==> config.mk <==
export PLATFORM = sky130hd
export DESIGN_NAME = scpm_core
export DESIGN_NICKNAME = d
export VERILOG_FILES = /design/src/common/scpm_pkg.sv /design/src/hdl/scpm_core.sv /design/src/hdl/scpm_fifo.sv
export VERILOG_INCLUDE_DIRS = /design/src /design/src/common
export SDC_FILE = /design/constraint.sdc
export NUM_CORES = 2
export LEC_CHECK = 0
export ABC_AREA = 1
export BUFFER_PORTS_ARGS = -buffer_cell sky130_fd_sc_hd__buf_2
export CORE_MARGIN = 2
export CORE_UTILIZATION = 33
export DETAILED_ROUTE_END_ITERATION = 8
export GPL_TIMING_DRIVEN = 0
export HOLD_SLACK_MARGIN = 0.1
export PLACE_DENSITY = 0.46
export SYNTH_ARGS = -nofsm -noshare
export SYNTH_HDL_FRONTEND = slang
export SYNTH_SLANG_ARGS = --single-unit
==> constraint.sdc <==
create_clock -name core_clk -period 42.7 [get_ports core_clk]
set_clock_uncertainty 0.2 [all_clocks]
set_input_delay 8.54 -clock core_clk [delete_from_list [all_inputs] [get_ports core_clk]]
set_output_delay 8.54 -clock core_clk [all_outputs]
set_load 0.01 [all_outputs]
==> src/common/scpm_params.svh <==
// constants for the ssd command and power manager
`ifndef SCPM_PARAMS_SVH
`define SCPM_PARAMS_SVH
`define SCPM_OPC_TRIM 8'h06
`define SCPM_OPC_RD_SECT 8'h20
`define SCPM_OPC_RD_SECT_NR 8'h21
`define SCPM_OPC_RD_SECT_EXT 8'h24
`define SCPM_OPC_RD_DMA_EXT 8'h25
`define SCPM_OPC_RD_NMAX_EXT 8'h27
`define SCPM_OPC_WR_SECT 8'h30
`define SCPM_OPC_WR_SECT_EXT 8'h34
`define SCPM_OPC_WR_DMA_EXT 8'h35
`define SCPM_OPC_RD_DMA 8'hC8
`define SCPM_OPC_RD_DMA_NR 8'hC9
`define SCPM_OPC_WR_DMA 8'hCA
`define SCPM_OPC_SET_FEAT 8'hEF
`define SCPM_OPC_SEC_ERASE 8'hF4
`define SCPM_ECC_MAX_BITS 8'h48
`define SCPM_ECC_UNIT_BYTES 1024
`define SCPM_SECTOR_SHIFT 9
`define SCPM_ERASE_WORD 32'hFFFF_FFFF
`define SCPM_GRP_RESET 1'h1
`define SCPM_CLK_MHZ 250
`define SCPM_PARTIAL_EXIT_US 10
`define SCPM_SLUMBER_EXIT_MS 10
`define SCPM_DEVSLP_EXIT_MS 20
`define SCPM_PARTIAL_EXIT_CYC (`SCPM_PARTIAL_EXIT_US * `SCPM_CLK_MHZ - 1)
`define SCPM_SLUMBER_EXIT_CYC (`SCPM_SLUMBER_EXIT_MS * 1000 * `SCPM_CLK_MHZ - 1)
`define SCPM_DEVSLP_EXIT_CYC (`SCPM_DEVSLP_EXIT_MS * 1000 * `SCPM_CLK_MHZ)
`endif

==> src/common/scpm_pkg.sv <==
// types for the ssd command and power manager
`default_nettype none
package scpm_pkg;
	typedef enum logic [2:0] {
		ENG_IDLE = 3'h0,
		ENG_ISSUE = 3'h1,
		ENG_WAIT = 3'h2,
		ENG_RETRY = 3'h3,
		ENG_SEC = 3'h4,
		ENG_SEC_END = 3'h5
	} scpm_eng_type;
	typedef enum logic [2:0] {
		JOB_WRITE = 3'h0,
		JOB_READ = 3'h1,
		JOB_TRIM = 3'h2,
		JOB_SEC = 3'h3,
		JOB_STATIC = 3'h4
	} scpm_job_type;
	typedef enum logic [1:0] {
		FOP_READ = 2'h0,
		FOP_PROG = 2'h1,
		FOP_ERASE = 2'h2,
		FOP_MOVE = 2'h3
	} scpm_fop_type;
	typedef enum logic [2:0] {
		PWR_ACTIVE = 3'h0,
		PWR_PARTIAL = 3'h1,
		PWR_SLUMBER = 3'h2,
		PWR_DEVSLP = 3'h3,
		PWR_WAKE = 3'h4
	} scpm_pwr_type;
endpackage
`default_nettype wire

==> src/hdl/scpm_core.sv <==
// ssd command decoder, flash job engine and link power manager
`include "scpm_params.svh"
`default_nettype none
module scpm_core
	import scpm_pkg::*;
#(
	parameter int NBLK = 16,
	parameter int BW = $clog2(NBLK),
	parameter int WW = 8,
	parameter int BLK_SHIFT = 8,
	parameter int FDEPTH = 16,
	parameter int GROUP_WORDS = 8,
	parameter logic [WW-1:0] STATIC_THR = 8'h10,
	parameter logic [15:0] DIPM_IDLE = 16'h0400,
	parameter logic [47:0] NATIVE_MAX_LBA = 48'h0000_01DD_40AF,
	parameter logic [22:0] PARTIAL_SETTLE = 23'h00_0040,
	parameter logic [22:0] SLUMBER_SETTLE = 23'h00_0400,
	parameter logic [22:0] DEVSLP_SETTLE = 23'h00_0800,
	parameter logic [22:0] SLUMBER_EXIT_CYC = 23'(`SCPM_SLUMBER_EXIT_CYC),
	parameter logic [22:0] DEVSLP_EXIT_CYC = 23'(`SCPM_DEVSLP_EXIT_CYC)
) (
	input wire logic core_clk,
	input wire logic rst,
	input wire logic cmd_valid,
	input wire logic [7:0] cmd_opcode,
	input wire logic [47:0] cmd_lba,
	input wire logic [15:0] cmd_count,
	output logic cmd_ready,
	output logic cmd_abort,
	output logic pio_rd_start,
	output logic dma_rd_start,
	output logic wr_start,
	output logic [24:0] xfer_bytes,
	output logic [56:0] xfer_addr,
	output logic native_max_valid,
	output logic [47:0] native_max_lba,
	output logic trim_done,
	output logic sec_erase_done,
	output logic defaults_restored,
	input wire logic wr_valid,
	input wire logic [31:0] wr_data,
	input wire logic wr_last,
	output logic wr_ready,
	output logic wr_ack,
	output logic rd_valid,
	output logic [31:0] rd_data,
	output logic rd_corrected,
	output logic rd_uncorr,
	input wire logic fbad_valid,
	input wire logic [BW-1:0] fbad_blk,
	output logic fl_req_valid,
	output logic [1:0] fl_req_op,
	output logic [BW-1:0] fl_req_blk,
	output logic [31:0] fl_req_data,
	input wire logic fl_req_ready,
	input wire logic fl_done,
	input wire logic fl_fail,
	input wire logic [7:0] fl_err_bits,
	input wire logic [31:0] fl_rd_data,
	input wire logic fl_congested,
	input wire logic hipm_partial,
	input wire logic hipm_slumber,
	input wire logic dipm_en,
	input wire logic host_wake,
	input wire logic dev_wake,
	input wire logic devslp_pin,
	output logic phy_pwr_on,
	output logic phy_tx_en,
	output logic phy_rx_en,
	output logic phy_ready,
	output logic [2:0] link_state
);
	localparam int FAW = $clog2(FDEPTH);
	localparam logic [FAW:0] GRP = (FAW+1)'(GROUP_WORDS);
	localparam logic [22:0] PARTIAL_EXIT_CYC = 23'(`SCPM_PARTIAL_EXIT_CYC);
	typedef struct packed {
		scpm_eng_type eng;
		scpm_job_type job;
		scpm_fop_type op;
		logic [BW-1:0] blk;
		logic [31:0] data;
		logic last;
		logic [BW-1:0] scan;
		logic [NBLK-1:0] bad;
		logic [NBLK-1:0][WW-1:0] wear;
		logic [FAW:0] lastq;
		logic grp;
		logic [8:0] pulse;
		logic [31:0] rd_data;
		logic rd_corr;
		logic rd_bad;
		logic [24:0] xbytes;
		logic [56:0] xaddr;
		scpm_pwr_type pwr;
		scpm_pwr_type tgt;
		logic [22:0] pcnt;
		logic [15:0] idle;
		logic [1:0] dsync;
	} scpm_core_st_type;
	scpm_core_st_type s_ff;
	scpm_core_st_type nxt_s;
	logic f_valid;
	logic f_pop;
	logic [32:0] f_data;
	logic [FAW:0] f_cnt;
	logic [BW-1:0] alloc;
	logic [BW-1:0] hot;
	logic alloc_ok;
	logic [WW-1:0] min_w;
	logic [WW-1:0] max_w;
	logic can_pop;
	logic devslp;

	scpm_fifo #(.W(33), .DEPTH(FDEPTH)) u_fifo (
		.core_clk(core_clk),
		.rst(rst),
		.in_valid(wr_valid),
		.in_data({wr_last, wr_data}),
		.in_ready(wr_ready),
		.out_valid(f_valid),
		.out_data(f_data),
		.out_ready(f_pop),
		.count(f_cnt)
	);

	// bad blocks are skipped so data never lands in them
	always_comb
	begin
		min_w = '1;
		max_w = '0;
		alloc = '0;
		hot = '0;
		alloc_ok = 1'b0;
		for (int i = 0; i < NBLK; i++)
		begin
			if (!s_ff.bad[i])
			begin
				if (!alloc_ok || s_ff.wear[i] < min_w)
				begin
					min_w = s_ff.wear[i];
					alloc = BW'(i);
				end
				if (s_ff.wear[i] >= max_w)
				begin
					max_w = s_ff.wear[i];
					hot = BW'(i);
				end
				alloc_ok = 1'b1;
			end
		end
	end

	assign devslp = s_ff.dsync[1];
	assign cmd_ready = s_ff.eng == ENG_IDLE && s_ff.pwr == PWR_ACTIVE;
	// a pending last word lets a short write drain while congested
	assign can_pop = f_valid && alloc_ok && (!s_ff.grp || !fl_congested ||
		f_cnt >= GRP || s_ff.lastq != '0);
	assign f_pop = s_ff.eng == ENG_IDLE && !cmd_valid && can_pop;

	always_comb
	begin
		nxt_s = s_ff;
		nxt_s.pulse = '0;
		nxt_s.dsync = {s_ff.dsync[0], devslp_pin};
		nxt_s.lastq = s_ff.lastq + {{FAW{1'b0}}, wr_valid && wr_ready && wr_last}
			- {{FAW{1'b0}}, f_pop && f_data[32]};
		if (fbad_valid)
			nxt_s.bad[fbad_blk] = 1'b1;
		case (s_ff.eng)
			ENG_IDLE:
				if (cmd_valid && cmd_ready)
				begin
					nxt_s.xbytes = {cmd_count, 9'h000};
					nxt_s.xaddr = {cmd_lba, 9'h000};
					nxt_s.blk = cmd_lba[BLK_SHIFT +: BW];
					case (cmd_opcode)
						`SCPM_OPC_RD_SECT, `SCPM_OPC_RD_SECT_NR,
						`SCPM_OPC_RD_SECT_EXT,
						`SCPM_OPC_RD_DMA_EXT, `SCPM_OPC_RD_DMA,
						`SCPM_OPC_RD_DMA_NR:
						begin
							nxt_s.pulse[0] = cmd_opcode[7:4] == 4'h2 &&
								cmd_opcode != `SCPM_OPC_RD_DMA_EXT;
							nxt_s.pulse[1] = !nxt_s.pulse[0];
							nxt_s.job = JOB_READ;
							nxt_s.op = FOP_READ;
							nxt_s.eng = ENG_ISSUE;
						end
						`SCPM_OPC_WR_SECT, `SCPM_OPC_WR_SECT_EXT,
						`SCPM_OPC_WR_DMA_EXT, `SCPM_OPC_WR_DMA:
							nxt_s.pulse[2] = 1'b1;
						`SCPM_OPC_RD_NMAX_EXT:
							nxt_s.pulse[3] = 1'b1;
						`SCPM_OPC_SET_FEAT:
							nxt_s.grp = cmd_count[0];
						`SCPM_OPC_TRIM:
						begin
							nxt_s.job = JOB_TRIM;
							nxt_s.op = FOP_ERASE;
							if (s_ff.bad[cmd_lba[BLK_SHIFT +: BW]])
								nxt_s.pulse[5] = 1'b1;
							else
								nxt_s.eng = ENG_ISSUE;
						end
						`SCPM_OPC_SEC_ERASE:
						begin
							nxt_s.job = JOB_SEC;
							nxt_s.scan = '0;
							nxt_s.eng = ENG_SEC;
						end
						default:
							nxt_s.pulse[4] = 1'b1;
					endcase
				end
				else if (f_pop)
				begin
					nxt_s.job = JOB_WRITE;
					nxt_s.op = FOP_PROG;
					nxt_s.blk = alloc;
					nxt_s.data = f_data[31:0];
					nxt_s.last = f_data[32];
					nxt_s.eng = ENG_ISSUE;
				end
				else if (!f_valid && alloc_ok && alloc != hot &&
					max_w - min_w >= STATIC_THR)
				begin
					// cold data parks in the least worn block; move it
					nxt_s.job = JOB_STATIC;
					nxt_s.op = FOP_MOVE;
					nxt_s.blk = alloc;
					nxt_s.data = {{(32-BW){1'b0}}, hot};
					nxt_s.eng = ENG_ISSUE;
				end
			ENG_ISSUE:
				if (fl_req_ready)
					nxt_s.eng = ENG_WAIT;
			ENG_WAIT:
				if (fl_done)
				begin
					nxt_s.eng = ENG_IDLE;
					if (s_ff.op != FOP_READ && s_ff.wear[s_ff.blk] != '1)
						nxt_s.wear[s_ff.blk] = s_ff.wear[s_ff.blk] + 1'b1;
					if (fl_fail && s_ff.op != FOP_READ)
						nxt_s.bad[s_ff.blk] = 1'b1;
					case (s_ff.job)
						JOB_WRITE:
							if (fl_fail)
								nxt_s.eng = ENG_RETRY;
							else
								nxt_s.pulse[7] = s_ff.last;
						JOB_READ:
						begin
							nxt_s.pulse[8] = 1'b1;
							nxt_s.rd_bad = fl_err_bits > `SCPM_ECC_MAX_BITS;
							if (nxt_s.rd_bad)
								nxt_s.rd_data = '0;
							else
								nxt_s.rd_data = fl_rd_data;
							nxt_s.rd_corr = !nxt_s.rd_bad && fl_err_bits != '0;
						end
						JOB_TRIM:
							nxt_s.pulse[5] = 1'b1;
						JOB_SEC:
						begin
							nxt_s.scan = s_ff.scan + 1'b1;
							nxt_s.eng = (s_ff.scan == BW'(NBLK - 1)) ?
								ENG_SEC_END : ENG_SEC;
						end
						default:
							nxt_s.eng = ENG_IDLE;
					endcase
				end
			ENG_RETRY:
				// with every block bad the word waits here for good
				if (alloc_ok)
				begin
					nxt_s.blk = alloc;
					nxt_s.eng = ENG_ISSUE;
				end
			ENG_SEC:
				if (s_ff.bad[s_ff.scan])
				begin
					nxt_s.scan = s_ff.scan + 1'b1;
					if (s_ff.scan == BW'(NBLK - 1))
						nxt_s.eng = ENG_SEC_END;
				end
				else
				begin
					nxt_s.op = FOP_PROG;
					nxt_s.blk = s_ff.scan;
					nxt_s.data = `SCPM_ERASE_WORD;
					nxt_s.eng = ENG_ISSUE;
				end
			ENG_SEC_END:
			begin
				nxt_s.grp = `SCPM_GRP_RESET;
				nxt_s.pulse[6] = 1'b1;
				nxt_s.eng = ENG_IDLE;
			end
			default:
				nxt_s.eng = ENG_IDLE;
		endcase
		case (s_ff.pwr)
			PWR_ACTIVE:
			begin
				if (s_ff.eng == ENG_IDLE && !f_valid && !cmd_valid)
					nxt_s.idle = (s_ff.idle == '1) ? s_ff.idle : s_ff.idle + 1'b1;
				else
					nxt_s.idle = '0;
				if (devslp)
					nxt_s.pwr = PWR_DEVSLP;
				else if (hipm_slumber)
					nxt_s.pwr = PWR_SLUMBER;
				else if (hipm_partial ||
					(dipm_en && s_ff.idle >= DIPM_IDLE))
					nxt_s.pwr = PWR_PARTIAL;
			end
			PWR_PARTIAL, PWR_SLUMBER:
			begin
				nxt_s.idle = '0;
				if (devslp)
					nxt_s.pwr = PWR_DEVSLP;
				else if (host_wake || dev_wake)
				begin
					nxt_s.tgt = s_ff.pwr;
					nxt_s.pcnt = (s_ff.pwr == PWR_PARTIAL) ?
						PARTIAL_SETTLE : SLUMBER_SETTLE;
					nxt_s.pwr = PWR_WAKE;
				end
			end
			PWR_DEVSLP:
				if (!devslp)
				begin
					nxt_s.tgt = PWR_DEVSLP;
					nxt_s.pcnt = DEVSLP_SETTLE;
					nxt_s.pwr = PWR_WAKE;
				end
			PWR_WAKE:
			begin
				nxt_s.pcnt = s_ff.pcnt - 1'b1;
				if (s_ff.pcnt <= 23'h00_0001)
					nxt_s.pwr = PWR_ACTIVE;
			end
			default:
				nxt_s.pwr = PWR_ACTIVE;
		endcase
	end

	always_ff @(posedge core_clk or posedge rst)
	begin
		if (rst)
		begin
			s_ff <= '0;
			s_ff.grp <= `SCPM_GRP_RESET;
		end
		else
			s_ff <= nxt_s;
	end

	assign pio_rd_start = s_ff.pulse[0];
	assign dma_rd_start = s_ff.pulse[1];
	assign wr_start = s_ff.pulse[2];
	assign native_max_valid = s_ff.pulse[3];
	assign native_max_lba = NATIVE_MAX_LBA;
	assign cmd_abort = s_ff.pulse[4];
	assign trim_done = s_ff.pulse[5];
	assign sec_erase_done = s_ff.pulse[6];
	assign defaults_restored = s_ff.pulse[6];
	assign wr_ack = s_ff.pulse[7];
	assign rd_valid = s_ff.pulse[8] && !rd_uncorr;
	// failure is flagged on its own bit: zero is a legal data word
	assign rd_uncorr = s_ff.pulse[8] && s_ff.rd_bad;
	assign rd_data = s_ff.rd_data;
	assign rd_corrected = s_ff.pulse[8] && s_ff.rd_corr;
	assign xfer_bytes = s_ff.xbytes;
	assign xfer_addr = s_ff.xaddr;
	assign fl_req_valid = s_ff.eng == ENG_ISSUE;
	assign fl_req_op = s_ff.op;
	assign fl_req_blk = s_ff.blk;
	assign fl_req_data = s_ff.data;
	assign phy_pwr_on = s_ff.pwr != PWR_DEVSLP;
	assign phy_tx_en = s_ff.pwr == PWR_ACTIVE;
	assign phy_rx_en = s_ff.pwr == PWR_ACTIVE;
	assign phy_ready = s_ff.pwr == PWR_ACTIVE;
	assign link_state = s_ff.pwr;

	logic [22:0] wake_age;
	always_ff @(posedge core_clk or posedge rst)
	begin
		if (rst)
			wake_age <= '0;
		else if (s_ff.pwr == PWR_WAKE)
			wake_age <= wake_age + 1'b1;
		else
			wake_age <= '0;
	end
	abort_unknown_a: assert property (@(posedge core_clk) disable iff (rst)
		cmd_valid && cmd_ready && cmd_opcode == 8'h00 |=> cmd_abort &&
		!pio_rd_start && !dma_rd_start && s_ff.eng == ENG_IDLE)
		else $error("unknown opcode not aborted");
	pio_start_a: assert property (@(posedge core_clk) disable iff (rst)
		cmd_valid && cmd_ready && cmd_opcode == `SCPM_OPC_RD_SECT_NR |=>
		pio_rd_start && !dma_rd_start ##1 fl_req_valid)
		else $error("pio read not started");
	dma_start_a: assert property (@(posedge core_clk) disable iff (rst)
		cmd_valid && cmd_ready && cmd_opcode == `SCPM_OPC_RD_DMA_EXT |=>
		dma_rd_start && !pio_rd_start) else $error("dma read not started");
	sector_size_a: assert property (@(posedge core_clk) disable iff (rst)
		pio_rd_start || dma_rd_start |-> xfer_bytes ==
		{$past(cmd_count), 9'h000}) else $error("length not in sectors");
	native_max_a: assert property (@(posedge core_clk) disable iff (rst)
		cmd_valid && cmd_ready && cmd_opcode == `SCPM_OPC_RD_NMAX_EXT |=>
		native_max_valid && native_max_lba == NATIVE_MAX_LBA)
		else $error("native max not returned");
	ecc_limit_a: assert property (@(posedge core_clk) disable iff (rst)
		s_ff.eng == ENG_WAIT && s_ff.job == JOB_READ && fl_done &&
		fl_err_bits <= 8'h48 |=> rd_data == $past(fl_rd_data))
		else $error("correctable read lost");
	uncorr_a: assert property (@(posedge core_clk) disable iff (rst)
		s_ff.eng == ENG_WAIT && s_ff.job == JOB_READ && fl_done &&
		fl_err_bits > 8'h48 |=> rd_data == '0 && !rd_valid && rd_uncorr)
		else $error("uncorrectable read passed data");
	bad_skip_a: assert property (@(posedge core_clk) disable iff (rst)
		fl_req_valid && (s_ff.job == JOB_WRITE || s_ff.job == JOB_SEC) |->
		!s_ff.bad[s_ff.blk]) else $error("data sent to bad block");
	wear_min_a: assert property (@(posedge core_clk) disable iff (rst)
		fl_req_valid && s_ff.job == JOB_WRITE && !$past(fl_req_valid) |->
		s_ff.wear[s_ff.blk] == min_w) else $error("write not least worn");
	ack_commit_a: assert property (@(posedge core_clk) disable iff (rst)
		wr_ack |-> $past(fl_done && !fl_fail && s_ff.eng == ENG_WAIT &&
		s_ff.last)) else $error("write ack before commit");
	group_hold_a: assert property (@(posedge core_clk) disable iff (rst)
		f_pop && fl_congested && s_ff.grp |-> f_cnt >= GRP ||
		s_ff.lastq != '0) else $error("congested write not grouped");
	sec_fill_a: assert property (@(posedge core_clk) disable iff (rst)
		fl_req_valid && s_ff.job == JOB_SEC |-> fl_req_data == 32'hFFFF_FFFF
		&& fl_req_op == FOP_PROG) else $error("secure erase pattern wrong");
	trim_erase_a: assert property (@(posedge core_clk) disable iff (rst)
		fl_req_valid && s_ff.job == JOB_TRIM |-> fl_req_op == FOP_ERASE)
		else $error("trim not erasing");
	active_phy_a: assert property (@(posedge core_clk) disable iff (rst)
		link_state == PWR_ACTIVE |-> phy_ready && phy_tx_en && phy_rx_en &&
		phy_pwr_on) else $error("active phy not ready");
	partial_exit_a: assert property (@(posedge core_clk) disable iff (rst)
		s_ff.pwr == PWR_WAKE && s_ff.tgt == PWR_PARTIAL |->
		wake_age < PARTIAL_EXIT_CYC) else $error("partial exit too slow");
	slumber_exit_a: assert property (@(posedge core_clk) disable iff (rst)
		s_ff.pwr == PWR_WAKE && s_ff.tgt == PWR_SLUMBER |->
		wake_age < SLUMBER_EXIT_CYC) else $error("slumber exit too slow");
	devslp_exit_a: assert property (@(posedge core_clk) disable iff (rst)
		s_ff.pwr == PWR_WAKE && s_ff.tgt == PWR_DEVSLP |->
		wake_age < DEVSLP_EXIT_CYC) else $error("device sleep exit too slow");
endmodule
`default_nettype wire

==> src/hdl/scpm_fifo.sv <==
// write data fifo with valid/ready on both sides
`default_nettype none
module scpm_fifo #(
	parameter int W = 33,
	parameter int DEPTH = 16,
	parameter int AW = $clog2(DEPTH)
) (
	input wire logic core_clk,
	input wire logic rst,
	input wire logic in_valid,
	input wire logic [W-1:0] in_data,
	output logic in_ready,
	output logic out_valid,
	output logic [W-1:0] out_data,
	input wire logic out_ready,
	output logic [AW:0] count
);
	typedef struct packed {
		logic [DEPTH-1:0][W-1:0] mem;
		logic [AW-1:0] wp;
		logic [AW-1:0] rp;
		logic [AW:0] cnt;
	} scpm_fifo_st_type;
	localparam logic [AW:0] FULL = (AW+1)'(DEPTH);
	scpm_fifo_st_type s_ff;
	scpm_fifo_st_type nxt_s;
	logic push;
	logic pop;
	assign in_ready = s_ff.cnt != FULL;
	assign out_valid = s_ff.cnt != '0;
	assign out_data = s_ff.mem[s_ff.rp];
	assign count = s_ff.cnt;
	assign push = in_valid && in_ready;
	assign pop = out_valid && out_ready;
	always_comb
	begin
		nxt_s = s_ff;
		if (push)
		begin
			nxt_s.mem[s_ff.wp] = in_data;
			nxt_s.wp = (s_ff.wp == AW'(DEPTH - 1)) ? '0 : s_ff.wp + 1'b1;
		end
		if (pop)
			nxt_s.rp = (s_ff.rp == AW'(DEPTH - 1)) ? '0 : s_ff.rp + 1'b1;
		if (push && !pop)
			nxt_s.cnt = s_ff.cnt + 1'b1;
		else if (pop && !push)
			nxt_s.cnt = s_ff.cnt - 1'b1;
	end
	always_ff @(posedge core_clk or posedge rst)
	begin
		if (rst)
			s_ff <= '0;
		else
			s_ff <= nxt_s;
	end
	fifo_bound_a: assert property (@(posedge core_clk) disable iff (rst)
		s_ff.cnt <= FULL) else $error("fifo count past depth");
endmodule
`default_nettype wire

* Yosys cells after proc, flatten, opt, wreduce, memory -nomap -nowiden
Cells that the tools add are included.
W data, S select, Z words.
** Storage, ports and cells
- Register bits :: 891
- Latch bits :: 0
- Bits in writable memories :: 0
- Bits in read-only memories :: 0
- Input bits :: 164
- Output and inout bits :: 222
- Logic and storage cells :: 506
- Memories kept :: 0
** Cells by class
- $add $sub $neg :: 11
- $mul :: 0
- Div/mod/pow operators :: 0
- Magnitude comparators :: 45
- Eq/ne operators :: 60
- Shift operators :: 0
- Mux-type cells :: 228
- Bitwise operators :: 3
- Reduce and logical (&&, ||, !) cells :: 104
** Operators by type and width (count)
- $bwmux W528 :: 1
- $mux W8 :: 65
- $mux W4 :: 63
- $mux W148 :: 1
- $mux W144 :: 1
- $bmux W33 S4 :: 1
- $demux W33 S4 :: 1
- $bwmux W128 :: 1
- $mux W128 :: 1
- $ge A8 B8 Y1 :: 15
- $lt A8 B8 Y1 :: 15
- $mux W33 :: 3
- $mux W44 :: 2
- $pmux W23 S3 :: 1
- $eq A8 B6 Y1 const B :: 8
- $mux W16 :: 4
- $pmux W32 S2 :: 1
- $mux W29 :: 2
- $eq A8 B8 Y1 const B :: 5
- $mux W1 :: 39
- $mux W38 :: 1
- $mux W3 :: 11
- $bmux W8 S4 :: 1
- $demux W8 S4 :: 1
- other kinds (72) :: 207

* Longest topological paths before layout
- Word-level depth :: 68
- Depth in mapped cells :: 207

* Cells and area by module
A second synthesis with hierarchy kept.
** Unflattened totals
- Cells, all modules :: 7417
- Area total of the unflattened synthesis :: 54068.1 sq um
** Modules (own cells, without submodules)
- scpm_fifo :: times used 1, cells an instance 3637, area each 27104.7 sq um
- scpm_core :: times used 1, cells an instance 3780, area each 26963.4 sq um

* Worst setup path before layout
Ideal clock, no wire load.
- Path type :: register to register
- From :: reg s_ff[306] (netlist bit)
- To :: reg s_ff (netlist bit fl_req_data[10])
- Library setup time :: 117 ps
- Arrival time :: 24281 ps
- Required time :: 42383 ps
- Slack :: 18103 ps
- Stages on the path, launching flop included :: 196
- Path buffers :: 18
- Period minus slack after synthesis :: 24597 ps
- Cell sequence :: dfrtp_1 -> buf_2 -> nor2_1 -> inv_1 -> ha_1 -> nand2_1 -> inv_1 -> nand4_1 -> o2111ai_1 -> nand2_1 -> clkbuf_1 -> nand2_1 -> o21ai_0 -> ha_1 -> inv_1 -> nand2_1 -> a21oi_1 -> nand2_1 -> [... 160 more ...] -> a21oi_1 -> nor2_1 -> a211oi_1 -> o21bai_1 -> a21o_1 -> a21oi_1 -> nand3_1 -> nand2_1 -> nand3b_1 -> nand3_1 -> nand2_1 -> inv_2 -> nand2_2 -> nand3_2 -> buf_6 -> buf_6 -> nand3_1 -> nand2_1
** On the way
- Cells in the longest elaborated chain, start to end :: 66
** RTL lines
- from (decl) :: RTL line scpm_core.sv:100 : scpm_core_st_type s_ff;
- from (signal assigned) :: RTL line scpm_core.sv:357 : s_ff <= nxt_s;
- $mux W8 :: RTL line scpm_core.sv:136 : if (!s_ff.bad[i])
- $lt A8 B8 Y1 :: RTL line scpm_core.sv:138 : if (!alloc_ok || s_ff.wear[i] < min_w)
- $logic_or A1 B1 Y1 :: RTL line scpm_core.sv:138
- $mux W8 :: RTL line scpm_core.sv:138
- $mux W8 :: RTL line scpm_core.sv:136
- $lt A8 B8 Y1 :: RTL line scpm_core.sv:138
- $logic_or A1 B1 Y1 :: RTL line scpm_core.sv:138
- $mux W8 :: RTL line scpm_core.sv:138
- [... 50 more ...]
- $logic_or A1 B1 Y1 :: RTL line scpm_core.sv:138
- $mux W8 or $mux W4 (tied branches) :: RTL line scpm_core.sv:138
- $mux W8 or $mux W4 (tied branches) :: RTL line scpm_core.sv:136
- $sub A8 B8 Y8 or $ne A4 B4 Y1 (tied branches) :: RTL line scpm_core.sv:225, scpm_core.sv:224
- $ge A8 B5 Y1 or $logic_and A1 B1 Y1 (tied branches) :: RTL line scpm_core.sv:225, scpm_core.sv:224
- $logic_and A1 B1 Y1 :: RTL line scpm_core.sv:224 : else if (!f_valid && alloc_ok && alloc != hot &&
- $ne A3 B2 Y1 (no source line)
- $reduce_and A4 Y1 (no source line)
Several ways; a longest one is shown, not always the timed one. The select of a mux whose other input is x is not followed.
A chain may end at the register's enable or synchronous reset.

* Worst setup path in the final report
- From :: reg s_ff[306] (netlist bit)
- To :: reg s_ff (netlist bit fl_req_data[9])
Same word-level chain as after synthesis.

==> metrics.txt <==
CTS Buf Count 103; area leader, netlist dfrtp_1; TritonCTS clock tree built; Hold Crit Depth 0; first-pass GRT wire length 308 mm; critical setup path kind reg2reg; crit path time final 32410 ps; Clock Sinks 891; reg2reg start s_ff[306]; Die W 393 um; setup violators final 0; largest net degree at the start of global routing 120; core area 150000 um2; Post-Route WL 209 mm; max incr delay on CP 500 ps; share of post-route cells with drive strength above 1 0.111; CP Max Fanout 10; Area Growth Syn to Fin 16.2%; 1st-pass router iterations 9; EDFF count, synth 0; Post-CTS Hold Buffers 0; top_reg_cell synth dfrtp_1; Area contributors post-synth dfrtp_1, nand2_1, o21ai_0; RR Endpoint fl_req_data[9]; Overall Global Routing Usage 0.264; post-cts resize count 0; FFs w/ async S/R, synth 1.00; cell area after synthesis 50100 um2; R2R depth 187; r2r setup slk 10290 ps; Routed Antenna Nets 0; Initial Util 0.333; Rel. slew slack 0.0968; RSZ-0062 raised after global routing false; placed insts 8875; crit-path most repeated cell nand2_1; Mapped Cells 6470; detailed-route wire length per cell 23.0 um; CP startpoint kind flop; CTS H-Tree Depth 3; CP Capture Type flop; full die area 155000 um2; worst hold start nxt_s[1]; DRC 0; WHS Endpoint devslp; Worst-Margin Slew 1340 ps; Worst Hold Class reg2reg; post-layout worst setup margin 10290 ps; Final period util 0.759; via count 47400; maxcap violations 0; GRT overflow 0; 1st-iter DRT viols 4659; Fillers 16100; pre-CTS setup slack 10970 ps; critical path data arrival time 32840 ps; initial antenna violation count 3; yosys warns 0; # port buffers 317; IO Pins 386; post-DP HPWL 158 mm; Final Slew Violations 0; worst skew pair latency 730 ps; routability cong. 0.963; clock root cell clkbuf_16; Yosys reg bits 891; result of the run complete, no violations; Worst EP required 43130 ps; vias in the first global route 45400; syn avg cell area 7.74 um2; sequential area share after synthesis 0.445; CTS Buffer Depth 3; Final Hold Viols 0; num rows 142; Via-to-Cell Ratio 5.23; clock slew at reported path FFs 60 ps; Fmax 0.0309 GHz; final net count 7342; non-filler cells in the finished layout 9068; Crit-path slowest cell dfrtp_1; die height 393 um; library cells used by synthesis 58; post-CTS setup buffer count 0; Synth top area share 0.445
==> state kept, by name, indices dropped and copies added (netlist names), 2 cells and up <==
name,flops
u_fifo.count,5
fl_req_data,32
s_ff,203
u_fifo.s_ff,536
xfer_addr,48
rd_data,32
link_state,3
fl_req_op,2
fl_req_blk,4
xfer_bytes,16
==> critical path: cells and delay by family, from the launching register on <==
kind                     cells  cell delay [ps]
adder cells (fa/ha/maj)     16             4960
flip-flops                   1              500
AND/OR/NAND/NOR             64             7430
buffers and inverters       37             7390
AO/OA/AOI/OAI               70            11760
==> final cells by class <==
cell class	count	area (um2)	area share
Buffer	580	3080	0.0529
Inverter	473	1780	0.0307
Clock buffer	154	3030	0.0521
Antenna cell	4	10.0	0.000172
Multi-Input combinational cell	4590	23200	0.398
Sequential cell	891	22300	0.383
Tap cell	2016	2520	0.0434
Clock inverter	35	480	0.00826
Timing Repair Buffer	325	1810	0.0311
==> worst max path at each step <==
| stage | start | end | cells after the start |
|---|---|---|---|
| 2_1_floorplan | rst | cmd_abort | 1 |
| 3_3_place_gp | rst | xfer_addr[43] | 2 |
| 3_5_place_dp | s_ff[306] | fl_req_data[9] | 187 |
| 4_1_cts | s_ff[306] | fl_req_data[9] | 187 |
| 5_1_grt | s_ff[306] | fl_req_data[9] | 190 |
| 6_report | s_ff[306] | fl_req_data[9] | 187 |
==> per-stage QoR <==
step | TNS [ps] | util | hold slack, ps | instance area, um2
global route | 0 | 0.387 | 170 | 58100
detailed placement | 0 | 0.363 | 136 | 54600
CTS | 0 | 0.387 | 150 | 58100
floorplan | 0 | - | 131 | 50300
finish | 0 | 0.387 | 146 | 58200
global placement | -3221460 | 0.362 | 135 | 54400
==> layout by cell type, fill, tap and decap left out, types with 45 or more instances in the layout <==
cell | synthesis | layout
buf_4 | 215 | 215
clkbuf_1 | 299 | 324
ha_1 | 212 | 212
dfrtp_1 | 890 | 890
buf_2 | 10 | 327
a221oi_1 | 121 | 121
buf_1 | 45 | 45
nand3_1 | 208 | 208
clkbuf_16 | 0 | 103
nor3_1 | 87 | 87
o22ai_1 | 66 | 66
inv_1 | 447 | 446
a21oi_1 | 373 | 373
nand4_1 | 46 | 46
nor2_1 | 277 | 277
conb_1 | 2 | 66
nand2_1 | 1864 | 1864
o21ai_0 | 987 | 987
==> Yosys cell counts (all sizes together) (2+ instances only) <==
cell            n
a211o           2
nand2        1903
buf           278
xnor2           8
conb            2
xor2           13
nor4            7
o311ai          7
dlygate4sd1     3
o2111ai         6
or2             3
o21ai        1014
dfrtp         890
nand3b          2
nand4          46
a22oi           5
o22ai          66
o21bai         24
a21o            3
o221ai          4
a221oi        121
o31ai          33
a21boi          2
nand3         210
a21oi         373
and2            2
a22o           32
clkbuf        299
clkinv         14
o21a           11
fa              2
inv           459
ha            212
o211ai          4
nor2          278
a31oi          15
nor3           87
a211oi         20
==> per-layer routing <==
metal | part of all wire | routed length, um | GRT usage
met4 | 0.034 | 7160 | 0.0840
met5 | 0 | 0 | 0
met2 | 0.45 | 94100 | 0.416
met3 | 0.062 | 13000 | 0.0373
met1 | 0.45 | 94700 | 0.372
==> logic make-up (layout without fill, tap and decap cells) <==
group,after synthesis,after routing,synth area share
and+or+nand+nor,2540,2540,0.205
AOI/OAI and AO/OA,1749,1749,0.195
buffers and inverters,1053,1567,0.0969
DFF,891,891,0.445
adders and majority gates,214,214,0.0538
xor gates and xnor gates,21,21,0.00367
other,2,70,0.000150
Power is left out: the tool's default activity adds up to more than one toggle a clock period on the data nets, which glitch-free logic cannot reach.
